===== src/core/ulprm_defines.vh =====
`ifndef ULPRM_DEFINES_VH
`define ULPRM_DEFINES_VH
// immediate register addresses
`define ULPRM_ADDR_MAKER_LOW      8'h00
`define ULPRM_ADDR_MAKER_HIGH     8'h01
`define ULPRM_ADDR_PART_LOW       8'h02
`define ULPRM_ADDR_PART_HIGH      8'h03
`define ULPRM_ADDR_FUNC_CTRL      8'h04
`define ULPRM_ADDR_IFC_CTRL       8'h07
`define ULPRM_ADDR_DUAL_CTRL      8'h0a
`define ULPRM_ADDR_IRQ_RISE       8'h0d
`define ULPRM_ADDR_IRQ_FALL       8'h10
`define ULPRM_ADDR_IRQ_STATUS     8'h13
`define ULPRM_ADDR_IRQ_LATCH      8'h14
`define ULPRM_ADDR_DEBUG          8'h15
`define ULPRM_ADDR_SCRATCH        8'h16
// first address of the maker-specific block; it ends below power control
`define ULPRM_ADDR_MAKER_FIRST    8'h30
`define ULPRM_ADDR_EXT_GATE       8'h2f
`define ULPRM_ADDR_POWER_CTRL     8'h3d
// last address that mirrors the immediate set
`define ULPRM_ADDR_MIRROR_LAST    8'h3f
// alias offsets within a three-address group
`define ULPRM_ALIAS_SET           2'h1
`define ULPRM_ALIAS_CLEAR         2'h2
// reset values of the control registers
`define ULPRM_RST_FUNC_CTRL       8'h41
`define ULPRM_RST_IFC_CTRL        8'h00
`define ULPRM_RST_DUAL_CTRL       8'h00
`define ULPRM_RST_IRQ_RISE        8'h00
`define ULPRM_RST_IRQ_FALL        8'h00
`define ULPRM_RST_SCRATCH         8'h00
`define ULPRM_RST_POWER_CTRL      8'h00
// read value of reserved and write-only addresses
`define ULPRM_READ_ZERO           8'h00
`endif


===== src/core/ulprm_register_map.v =====
// Operation
// - plain write replaces the whole byte
// - set address ORs byte into register
// - clear address clears masked register bits
// - read-only registers ignore every write
// - rising enable at 0Dh, set 0Eh, clear 0Fh
// - falling enable at 10h, set 11h, clear 12h
// - interrupt status read-only at 13h
// - interrupt latch read-only at 14h
// - maker code bytes at 00h and 01h
// - part code bytes at 02h and 03h
// - 2Fh is write-only extended access gate
// - extended 00h-3Fh mirror the immediate set
`timescale 1ns/100ps
`include "ulprm_defines.vh"

module ulprm_register_map
#(
  parameter [7:0] MAKER_CODE_LOW  = 8'h5a, // arbitrary value
  parameter [7:0] MAKER_CODE_HIGH = 8'h3c, // arbitrary value
  parameter [7:0] PART_CODE_LOW   = 8'h69, // arbitrary value
  parameter [7:0] PART_CODE_HIGH  = 8'h96  // arbitrary value
)
(
  input  wire       ref_clk,            // ulpi interface clock
  input  wire       reset,              // synchronous reset, active high
  input  wire       reg_wr,             // one-cycle write request
  input  wire       reg_rd,             // one-cycle read request
  input  wire       reg_extended,       // address is from the extended set
  input  wire [7:0] reg_addr,           // register address
  input  wire [7:0] reg_wdata,          // write byte
  output reg  [7:0] reg_rdata,          // read byte, valid with reg_rvalid
  output reg        reg_rvalid,         // one-cycle pulse, read data ready
  output reg        ext_gate_wr,        // pulse, write seen at 2Fh
  output reg  [7:0] ext_gate_data,      // byte written at 2Fh
  input  wire [7:0] irq_status_now,     // live interrupt sources
  input  wire [7:0] irq_latched,        // latched interrupt events
  input  wire [7:0] line_debug_view,    // debug line view
  input  wire [7:0] maker_specific_rd,  // read data of 30h-3Ch block
  output reg        maker_specific_wr,  // pulse, write into 30h-3Ch
  output wire [7:0] transceiver_function_ctrl, // function control byte
  output wire [7:0] link_interface_ctrl,       // interface control byte
  output wire [7:0] dual_role_ctrl,            // dual-role control byte
  output wire [7:0] irq_enable_rise,           // rising-edge enables
  output wire [7:0] irq_enable_fall,           // falling-edge enables
  output wire [7:0] scratch_byte,              // scratch byte
  output wire [7:0] power_ctrl                 // power control byte
);

  // ----------------------------------------------------------------
  // address decode
  // ----------------------------------------------------------------

  // extended addresses above the mirror range are reserved and dropped
  wire       in_range;   // access lands inside the decoded space
  wire [7:0] addr_full;  // six-bit address, zero extended for compares
  wire       wr_ok;      // write that may reach a register
  wire       maker_hit;  // address inside the maker-specific block

  assign in_range  = ~reg_extended | (reg_addr <= `ULPRM_ADDR_MIRROR_LAST);
  assign addr_full = {2'b00, reg_addr[5:0]};
  assign wr_ok     = reg_wr & in_range;
  assign maker_hit = (addr_full >= `ULPRM_ADDR_MAKER_FIRST)
                     & (addr_full < `ULPRM_ADDR_POWER_CTRL);

  // set and clear aliases sit one and two above each base address
  localparam [7:0] FUNC_SET      = `ULPRM_ADDR_FUNC_CTRL  + {6'h00, `ULPRM_ALIAS_SET};
  localparam [7:0] FUNC_CLEAR    = `ULPRM_ADDR_FUNC_CTRL  + {6'h00, `ULPRM_ALIAS_CLEAR};
  localparam [7:0] IFC_SET       = `ULPRM_ADDR_IFC_CTRL   + {6'h00, `ULPRM_ALIAS_SET};
  localparam [7:0] IFC_CLEAR     = `ULPRM_ADDR_IFC_CTRL   + {6'h00, `ULPRM_ALIAS_CLEAR};
  localparam [7:0] DUAL_SET      = `ULPRM_ADDR_DUAL_CTRL  + {6'h00, `ULPRM_ALIAS_SET};
  localparam [7:0] DUAL_CLEAR    = `ULPRM_ADDR_DUAL_CTRL  + {6'h00, `ULPRM_ALIAS_CLEAR};
  localparam [7:0] RISE_SET      = `ULPRM_ADDR_IRQ_RISE   + {6'h00, `ULPRM_ALIAS_SET};
  localparam [7:0] RISE_CLEAR    = `ULPRM_ADDR_IRQ_RISE   + {6'h00, `ULPRM_ALIAS_CLEAR};
  localparam [7:0] FALL_SET      = `ULPRM_ADDR_IRQ_FALL   + {6'h00, `ULPRM_ALIAS_SET};
  localparam [7:0] FALL_CLEAR    = `ULPRM_ADDR_IRQ_FALL   + {6'h00, `ULPRM_ALIAS_CLEAR};
  localparam [7:0] SCRATCH_SET   = `ULPRM_ADDR_SCRATCH    + {6'h00, `ULPRM_ALIAS_SET};
  localparam [7:0] SCRATCH_CLEAR = `ULPRM_ADDR_SCRATCH    + {6'h00, `ULPRM_ALIAS_CLEAR};
  localparam [7:0] POWER_SET     = `ULPRM_ADDR_POWER_CTRL + {6'h00, `ULPRM_ALIAS_SET};
  localparam [7:0] POWER_CLEAR   = `ULPRM_ADDR_POWER_CTRL + {6'h00, `ULPRM_ALIAS_CLEAR};

  // ----------------------------------------------------------------
  // read/write/set/clear control registers
  // ----------------------------------------------------------------

  // function control; one instance per byte keeps each reset value a plain constant
  wire func_wr_plain;  // plain write at the base
  wire func_wr_set;    // bit-set alias
  wire func_wr_clear;  // bit-clear alias

  assign func_wr_plain = wr_ok & (addr_full == `ULPRM_ADDR_FUNC_CTRL);
  assign func_wr_set   = wr_ok & (addr_full == FUNC_SET);
  assign func_wr_clear = wr_ok & (addr_full == FUNC_CLEAR);

  ulprm_sc_reg
  #(
    .RESET_VALUE (`ULPRM_RST_FUNC_CTRL)
  )
  u_func_ctrl
  (
    .ref_clk  (ref_clk),
    .reset    (reset),
    .wr_plain (func_wr_plain),
    .wr_set   (func_wr_set),
    .wr_clear (func_wr_clear),
    .wr_data  (reg_wdata),
    .value    (transceiver_function_ctrl)
  );

  // interface control
  wire ifc_wr_plain;   // plain write at the base
  wire ifc_wr_set;     // bit-set alias
  wire ifc_wr_clear;   // bit-clear alias

  assign ifc_wr_plain = wr_ok & (addr_full == `ULPRM_ADDR_IFC_CTRL);
  assign ifc_wr_set   = wr_ok & (addr_full == IFC_SET);
  assign ifc_wr_clear = wr_ok & (addr_full == IFC_CLEAR);

  ulprm_sc_reg
  #(
    .RESET_VALUE (`ULPRM_RST_IFC_CTRL)
  )
  u_ifc_ctrl
  (
    .ref_clk  (ref_clk),
    .reset    (reset),
    .wr_plain (ifc_wr_plain),
    .wr_set   (ifc_wr_set),
    .wr_clear (ifc_wr_clear),
    .wr_data  (reg_wdata),
    .value    (link_interface_ctrl)
  );

  // dual-role control
  wire dual_wr_plain;  // plain write at the base
  wire dual_wr_set;    // bit-set alias
  wire dual_wr_clear;  // bit-clear alias

  assign dual_wr_plain = wr_ok & (addr_full == `ULPRM_ADDR_DUAL_CTRL);
  assign dual_wr_set   = wr_ok & (addr_full == DUAL_SET);
  assign dual_wr_clear = wr_ok & (addr_full == DUAL_CLEAR);

  ulprm_sc_reg
  #(
    .RESET_VALUE (`ULPRM_RST_DUAL_CTRL)
  )
  u_dual_ctrl
  (
    .ref_clk  (ref_clk),
    .reset    (reset),
    .wr_plain (dual_wr_plain),
    .wr_set   (dual_wr_set),
    .wr_clear (dual_wr_clear),
    .wr_data  (reg_wdata),
    .value    (dual_role_ctrl)
  );

  // rising-edge interrupt enables
  wire rise_wr_plain;  // plain write at the base
  wire rise_wr_set;    // bit-set alias
  wire rise_wr_clear;  // bit-clear alias

  assign rise_wr_plain = wr_ok & (addr_full == `ULPRM_ADDR_IRQ_RISE);
  assign rise_wr_set   = wr_ok & (addr_full == RISE_SET);
  assign rise_wr_clear = wr_ok & (addr_full == RISE_CLEAR);

  ulprm_sc_reg
  #(
    .RESET_VALUE (`ULPRM_RST_IRQ_RISE)
  )
  u_irq_rise
  (
    .ref_clk  (ref_clk),
    .reset    (reset),
    .wr_plain (rise_wr_plain),
    .wr_set   (rise_wr_set),
    .wr_clear (rise_wr_clear),
    .wr_data  (reg_wdata),
    .value    (irq_enable_rise)
  );

  // falling-edge interrupt enables
  wire fall_wr_plain;  // plain write at the base
  wire fall_wr_set;    // bit-set alias
  wire fall_wr_clear;  // bit-clear alias

  assign fall_wr_plain = wr_ok & (addr_full == `ULPRM_ADDR_IRQ_FALL);
  assign fall_wr_set   = wr_ok & (addr_full == FALL_SET);
  assign fall_wr_clear = wr_ok & (addr_full == FALL_CLEAR);

  ulprm_sc_reg
  #(
    .RESET_VALUE (`ULPRM_RST_IRQ_FALL)
  )
  u_irq_fall
  (
    .ref_clk  (ref_clk),
    .reset    (reset),
    .wr_plain (fall_wr_plain),
    .wr_set   (fall_wr_set),
    .wr_clear (fall_wr_clear),
    .wr_data  (reg_wdata),
    .value    (irq_enable_fall)
  );

  // scratch byte, free for the link to test the bus
  wire scratch_wr_plain; // plain write at the base
  wire scratch_wr_set;   // bit-set alias
  wire scratch_wr_clear; // bit-clear alias

  assign scratch_wr_plain = wr_ok & (addr_full == `ULPRM_ADDR_SCRATCH);
  assign scratch_wr_set   = wr_ok & (addr_full == SCRATCH_SET);
  assign scratch_wr_clear = wr_ok & (addr_full == SCRATCH_CLEAR);

  ulprm_sc_reg
  #(
    .RESET_VALUE (`ULPRM_RST_SCRATCH)
  )
  u_scratch
  (
    .ref_clk  (ref_clk),
    .reset    (reset),
    .wr_plain (scratch_wr_plain),
    .wr_set   (scratch_wr_set),
    .wr_clear (scratch_wr_clear),
    .wr_data  (reg_wdata),
    .value    (scratch_byte)
  );

  // power control, the last group of the mirrored range
  wire power_wr_plain; // plain write at the base
  wire power_wr_set;   // bit-set alias
  wire power_wr_clear; // bit-clear alias

  assign power_wr_plain = wr_ok & (addr_full == `ULPRM_ADDR_POWER_CTRL);
  assign power_wr_set   = wr_ok & (addr_full == POWER_SET);
  assign power_wr_clear = wr_ok & (addr_full == POWER_CLEAR);

  ulprm_sc_reg
  #(
    .RESET_VALUE (`ULPRM_RST_POWER_CTRL)
  )
  u_power_ctrl
  (
    .ref_clk  (ref_clk),
    .reset    (reset),
    .wr_plain (power_wr_plain),
    .wr_set   (power_wr_set),
    .wr_clear (power_wr_clear),
    .wr_data  (reg_wdata),
    .value    (power_ctrl)
  );

  // ----------------------------------------------------------------
  // read mux
  // ----------------------------------------------------------------

  // read-only and reserved addresses get no write path at all
  reg [7:0] next_rdata;

  always @*
  begin
    next_rdata = `ULPRM_READ_ZERO;
    case (addr_full)
      `ULPRM_ADDR_MAKER_LOW:  next_rdata = MAKER_CODE_LOW;
      `ULPRM_ADDR_MAKER_HIGH: next_rdata = MAKER_CODE_HIGH;
      `ULPRM_ADDR_PART_LOW:   next_rdata = PART_CODE_LOW;
      `ULPRM_ADDR_PART_HIGH:  next_rdata = PART_CODE_HIGH;
      `ULPRM_ADDR_FUNC_CTRL,
      FUNC_SET,
      FUNC_CLEAR:             next_rdata = transceiver_function_ctrl;
      `ULPRM_ADDR_IFC_CTRL,
      IFC_SET,
      IFC_CLEAR:              next_rdata = link_interface_ctrl;
      `ULPRM_ADDR_DUAL_CTRL,
      DUAL_SET,
      DUAL_CLEAR:             next_rdata = dual_role_ctrl;
      `ULPRM_ADDR_IRQ_RISE,
      RISE_SET,
      RISE_CLEAR:             next_rdata = irq_enable_rise;
      `ULPRM_ADDR_IRQ_FALL,
      FALL_SET,
      FALL_CLEAR:             next_rdata = irq_enable_fall;
      `ULPRM_ADDR_SCRATCH,
      SCRATCH_SET,
      SCRATCH_CLEAR:          next_rdata = scratch_byte;
      `ULPRM_ADDR_POWER_CTRL,
      POWER_SET,
      POWER_CLEAR:            next_rdata = power_ctrl;
      `ULPRM_ADDR_IRQ_STATUS: next_rdata = irq_status_now;
      `ULPRM_ADDR_IRQ_LATCH:  next_rdata = irq_latched;
      `ULPRM_ADDR_DEBUG:      next_rdata = line_debug_view;
      `ULPRM_ADDR_EXT_GATE:   next_rdata = `ULPRM_READ_ZERO;
      default:
      begin
        if (maker_hit)
          next_rdata = maker_specific_rd;
        else
          next_rdata = `ULPRM_READ_ZERO;
      end
    endcase
    if (!in_range)
      next_rdata = `ULPRM_READ_ZERO;
  end

  // read data is registered; one cycle after the request
  always @(posedge ref_clk)
  begin
    if (reset)
    begin
      reg_rdata  <= 8'h00;
      reg_rvalid <= 1'b0;
    end
    else
    begin
      reg_rvalid <= reg_rd;
      if (reg_rd)
        reg_rdata <= next_rdata;
    end
  end

  // ----------------------------------------------------------------
  // extended gate and maker-specific writes
  // ----------------------------------------------------------------

  // a write to 2Fh is handed to the link side to open the extended set
  always @(posedge ref_clk)
  begin
    if (reset)
    begin
      ext_gate_wr       <= 1'b0;
      ext_gate_data     <= 8'h00;
      maker_specific_wr <= 1'b0;
    end
    else
    begin
      ext_gate_wr       <= wr_ok & (addr_full == `ULPRM_ADDR_EXT_GATE);
      maker_specific_wr <= wr_ok & maker_hit;
      if (wr_ok & (addr_full == `ULPRM_ADDR_EXT_GATE))
        ext_gate_data <= reg_wdata;
    end
  end

endmodule // ulprm_register_map


===== src/core/ulprm_sc_reg.v =====
`timescale 1ns/100ps
// ----------------------------------------------------------------
// one control byte with write, set and clear aliases
// ----------------------------------------------------------------
module ulprm_sc_reg
#(
  parameter [7:0] RESET_VALUE = 8'h00
)
(
  input  wire       ref_clk,  // interface clock
  input  wire       reset,    // synchronous reset, active high
  input  wire       wr_plain, // plain write strobe
  input  wire       wr_set,   // bit-set strobe
  input  wire       wr_clear, // bit-clear strobe
  input  wire [7:0] wr_data,  // byte from the link
  output reg  [7:0] value     // stored byte
);

  // at most one strobe is active, since the strobes come from one address
  always @(posedge ref_clk)
  begin
    if (reset)
      value <= RESET_VALUE;
    else if (wr_plain)
      value <= wr_data;
    else if (wr_set)
      value <= value | wr_data;
    else if (wr_clear)
      value <= value & ~wr_data;
  end

endmodule // ulprm_sc_reg


===== config.mk =====
export PLATFORM = sky130hd
export DESIGN_NAME = ulprm_register_map
export DESIGN_NICKNAME = d
export VERILOG_FILES = /design/src/core/ulprm_register_map.v /design/src/core/ulprm_sc_reg.v
export VERILOG_INCLUDE_DIRS = /design/src /design/src/core
export SDC_FILE = /design/constraint.sdc
export NUM_CORES = 1
export LEC_CHECK = 0
export BUFFER_PORTS_ARGS = -buffer_cell sky130_fd_sc_hd__buf_2
export CORE_MARGIN = 2
export CORE_UTILIZATION = 45
export CTS_CLUSTER_SIZE = 20
export DETAILED_ROUTE_END_ITERATION = 8
export PLACE_DENSITY = 0.85
export SLEW_MARGIN = 20
export SYNTH_ARGS = -nofsm -noshare
export SYNTH_HDL_FRONTEND = slang
export SYNTH_SLANG_ARGS = --single-unit

===== constraint.sdc =====
create_clock -name ref_clk -period 1.77 [get_ports ref_clk]
set_clock_uncertainty 0.1 [all_clocks]
set_input_delay 0.354 -clock ref_clk [delete_from_list [all_inputs] [get_ports ref_clk]]
set_output_delay 0.354 -clock ref_clk [all_outputs]
set_load 0.1 [all_outputs]

## Word level (Yosys, flattened, before mapping)

Index checks and enable logic that the tools add are counted.

| storage, ports and cells | value |
|---|---|
| register bits | 75 |
| input port bits | 53 |
| output and inout bits | 75 |
| logic and storage cells | 124 |

| operators by class | value |
|---|---|
| order comparisons | 3 |
| eq/ne operators | 28 |
| muxes and demuxes | 24 |
| bitwise logic cells | 42 |
| reductions and logical operators | 15 |

Operator list:

| cell | number |
|---|---|
| 2-to-1 mux 8 bit | 23 |
| one-hot mux 8 bit (15 select lines) | 1 |
| bitwise AND 8 bit | 7 |
| bitwise OR 8 bit | 7 |
| equality test 6 x 5 -> 1 bit, second input constant | 9 |
| equality test 6 x 4 -> 1 bit, second input constant | 8 |
| bitwise AND 1 bit | 25 |
| equality test 6 x 3 -> 1 bit, second input constant | 4 |
| equality test 6 bit, second input constant | 4 |
| nonzero test 3 bit | 7 |
| OR reduction 3 bit | 7 |
| equality test 6 x 2 -> 1 bit, second input constant | 2 |
| <= comparator 8 x 6 -> 1 bit, second input constant | 1 |
| logical NOT 8 bit | 1 |
| NOT 8 bit | 1 |
| equality test 6 x 1 -> 1 bit, second input constant | 1 |
| greater-or-equal comparator 6 bit, second input constant | 1 |
| < comparator 6 bit, second input constant | 1 |
| NOT 1 bit | 1 |
| bitwise OR 1 bit | 1 |

## Depth between registers and ports, before layout

| logic depth | value |
|---|---|
| word-level depth | 7 |
| depth in mapped cells | 7 |
| gate-level depth less buffers | 5 |

## Hierarchy

Synthesis repeated with hierarchy kept, for this count alone.

| unflattened totals | value |
|---|---|
| cell total of the unflattened synthesis | 529 |
| area, all modules | 4,433.0 um^2 |

By module, submodules not included:

| module | times used | cells each | area an instance (um^2) | sequential area each (um^2) |
|---|---|---|---|---|
| ulprm_sc_reg at u_dual_ctrl ... | 6 | 43 | 349.1 | 160.2 |
| ulprm_register_map | 1 | 227 | 1,984.4 | 380.4 |
| ulprm_sc_reg at u_func_ctrl | 1 | 44 | 354.1 | 160.2 |

## Worst setup path after synthesis

OpenSTA, ideal clock, no wires.

| timing | value |
|---|---|
| kind | input-to-reg |
| from | input reg_addr[2] |
| to | register with a tool-made name |
| setup time | 132 ps |
| data arrival time | 1,667 ps |
| data required time | 1,538 ps |
| slack | -129 ps |
| stages on the path | 6 |
| path buffers | 1 |
| cells stage by stage | buf_4 or4b_1 a21oi_4 nand2_1 o21ai_1 a21oi_1 |

RTL lines:

| element | RTL line | RTL |
|---|---|---|
| start, declared | ulprm_register_map.v:30 | `input wire [7:0] reg_addr,` |

==> impl_results.md <==
* Run status: finished clean
* Grt ovf at 0
* Routed Antenna Nets at 0
* Flops & latches, synth at 75
* Skew-Pair Late Insertion Delay at approximately 0.36 ns
* Final slew viol count at 0
* Post-CTS setup buffers at 0
* Final TNS setup at 0 ns
* Max-Cap Viols at 0
* Vias in the first global route at ~4,600
* Multi-input gate area in the final layout at 0.00246 mm^2
* Post-synthesis sequential area ratio at a little under two fifths
* # clock sinks at 75
* Area growth syn-to-layout at 38.8%
* Synth Flop Type: dfxtp_1
* Max transition margin at between 60% and 70%
* Die width at around 99 um
* Initial antenna violation count at 0
* Syn avg cell area at between 7 and 8 um^2
* Setup CP Type: input pin to flip-flop
* Top Ports at approximately 130
* Via density at 6.08
* Period utilization at between 90% and 100%
* Vert. Die Dim at ~99 um
* Async SR Flop Fraction at 0%
* 1st-pass router iterations at 6
* Critical Path RT at about 1.9 ns
* Crit path launch type: input pin
* Leak pwr at between 2 and 2.5 nW
* Netlist cell types at 66
* Share of cells above drive strength 1 at 38.4%
* Pwr Density at about 710 mW/mm^2
* Initial Util at a little under half
* Fin. Hold Viols at 0
* DRC at 0
* First DRT Iteration DRCs at 569
* IO Port Bufs at approximately 130
* Clock-pin slew on the worst setup and hold paths at ~0.08 ns
* Overall Power at 3.95 mW
* FF/Latch Area at about 0.0015 mm^2
* Syn_nets at between 500 and 600
* Area of the die at 0.00973 mm^2
* WL/cell at slightly below 20 um
* Most frequent cells in the layout: buf_2 (125), nand2_1 (78), buf_4 (76)
* CP endpoint kind: flip-flop
* Number of fill cells at approximately 740
* Peak VDD IR at between 300 and 400 uV
* Synthesized area at 0.00403 mm^2
* First-pass GRT wire length at around 24,000 um
* Min Clock Period, post-route at between 1.5 and 2 ns
* Slew @ Worst Pin at 0.458 ns
* HPWL Detailed at between 10,000 and 15,000 um
* Crit Path Max Fanout at 9
* Hold Path Class: input pin to flip-flop
* Commonest non-fill, non-tap cell in the layout: buf_2
* DRT Wirelength at approximately 16,000 um
* Standard-cell rows at 34
* Syn. warnings at 0
* GRT Util Overall at 31.5%
* RSZ-0062 raised after global routing: false
* F_max at approximately 0.57 GHz
* Critical Path AT at 1.89 ns
* Final GP Congestion at slightly below 1
* Antenna diode count at 0
* Root Driver: clkbuf_8
* Clock Tree Buf Depth at 2
* Gate Count Post-Synth at 515
* Layout Nets at 753
* Largest net degree at the start of global routing at between 70 and 80
* Setup Viol. Count Final at 0
* CTS Buf Count at 9
* CTS tree: yes
* H-tree Lvls at 3
* Post-CTS Hold Buffers at 0
* Core area at 0.00872 mm^2
* Vias post-DR at just under 5,000
* EDFF count, synth at 0
final cells by class:
type | instances | share of cell area (%)
clock buffers | 10 | 2.46
clock inverters | 6 | 1.70
inverters | 2 | 0.134
multi-input cells | 407 | 44.0
flip-flops and latches | 75 | 26.9
well taps | 108 | 2.41
repair buffers | 205 | 22.4
critical path, cell delays in order:
cell	delay [ns]
clkbuf_4	0.15
or4b_4	0.66
nor3_4	0.35
nor2_1	0.09
o21ai_0	0.20
nand2_1	0.07
routing by layer:
metal | vias to the layer above | share of wire [%] | track usage [%] | wire length, um
met5 | - | 0 | 0 | 0
met4 | 0 | 2.8 | 11.7 | 439
met3 | 55 | 11 | 6.10 | 1710
met2 | 368 | 47 | 50.8 | 7380
met1 | 2284 | 39 | 42.2 | 6170
li1 | 2238 | - | - | -
metrics by stage:
stage	hold slack, ns	instance area (um^2)	utilization, %	std cells	worst slack [ns]
6_report	0.255	5600	64.2	813	0.0226
4_1_cts	0.242	5550	63.6	813	0.000634
5_1_grt	0.250	5600	64.2	813	0.000132
3_5_place_dp	0.379	5320	61.0	797	-0.370
2_1_floorplan	0.382	4110	-	515	-0.0671
3_3_place_gp	0.365	5320	61.0	797	-0.380
cells by family after synthesis:
kind of cell,share of synthesized area (%)
adders and majority gates,0.248
AOI/OAI and AO/OA,28.3
muxes,3.32
buffers and inverters,3.85
DFF,37.2
and+or+nand+nor,27.1
path summary, 6_finish.rpt:
path | slack (ns) | cells after the start | endpoint | from
worst min register to register | 0.39 | 2 | reg_rdata[2]$_SDFFE_PP0P_ | reg_rdata[2]$_SDFFE_PP0P_
worst max-delay path | 0.02 | 6 | flip-flop | reg_addr[5]
worst max register to register | 0.31 | 4 | reg_rdata[0]$_SDFFE_PP0P_ | flip-flop
worst min-delay path | 0.25 | 4 | reg_rdata[4]$_SDFFE_PP0P_ | maker_specific_rd[4]
synthesized netlist by cell type, drive strengths merged, types with 2 or more instances:
library cell	number	area share, %
a2111oi	2	0.90
a22oi	10	2.0
or2	3	0.47
a41o	2	0.50
a21oi	62	8.3
a2bb2oi	2	0.43
nor2b	3	0.47
and2	3	0.50
and3	9	1.4
a31oi	3	0.47
nor4	4	1.1
nand2	85	8.0
buf	13	2.0
inv	2	0.19
or4b	3	0.93
o21bai	2	0.37
mux2i	10	2.5
a221oi	5	1.1
dfxtp	75	37
a21o	5	0.93
clkbuf	18	1.7
nor2	81	8.2
mux2	3	0.84
or3b	2	0.50
a32oi	7	1.5
nand2b	4	0.62
and4	2	0.50
o21ai	57	7.2
a211oi	2	0.81
nor3	11	2.3
a222oi	12	3.0
where the power goes:
| group | switching (mW) | internal, mW | leakage, nW | total (mW) |
|---|---|---|---|---|
| clock network | 0.714 | 0.850 | 0.118 | 1.56 |
| registers | 0.0141 | 1.70 | 0.606 | 1.72 |
| logic | 0.442 | 0.230 | 1.68 | 0.673 |
| total | 1.17 | 2.78 | 2.41 | 3.95 |
repair_timing:
| action | 4_1_cts | 5_1_grt |
|---|---|---|
| setup endpoints to repair | 0 | 25 |
| hold endpoints to repair | 0 | 0 |
| gates resized for setup | 0 | 13 |
Note: power is estimated with default switching activity, not from simulation.
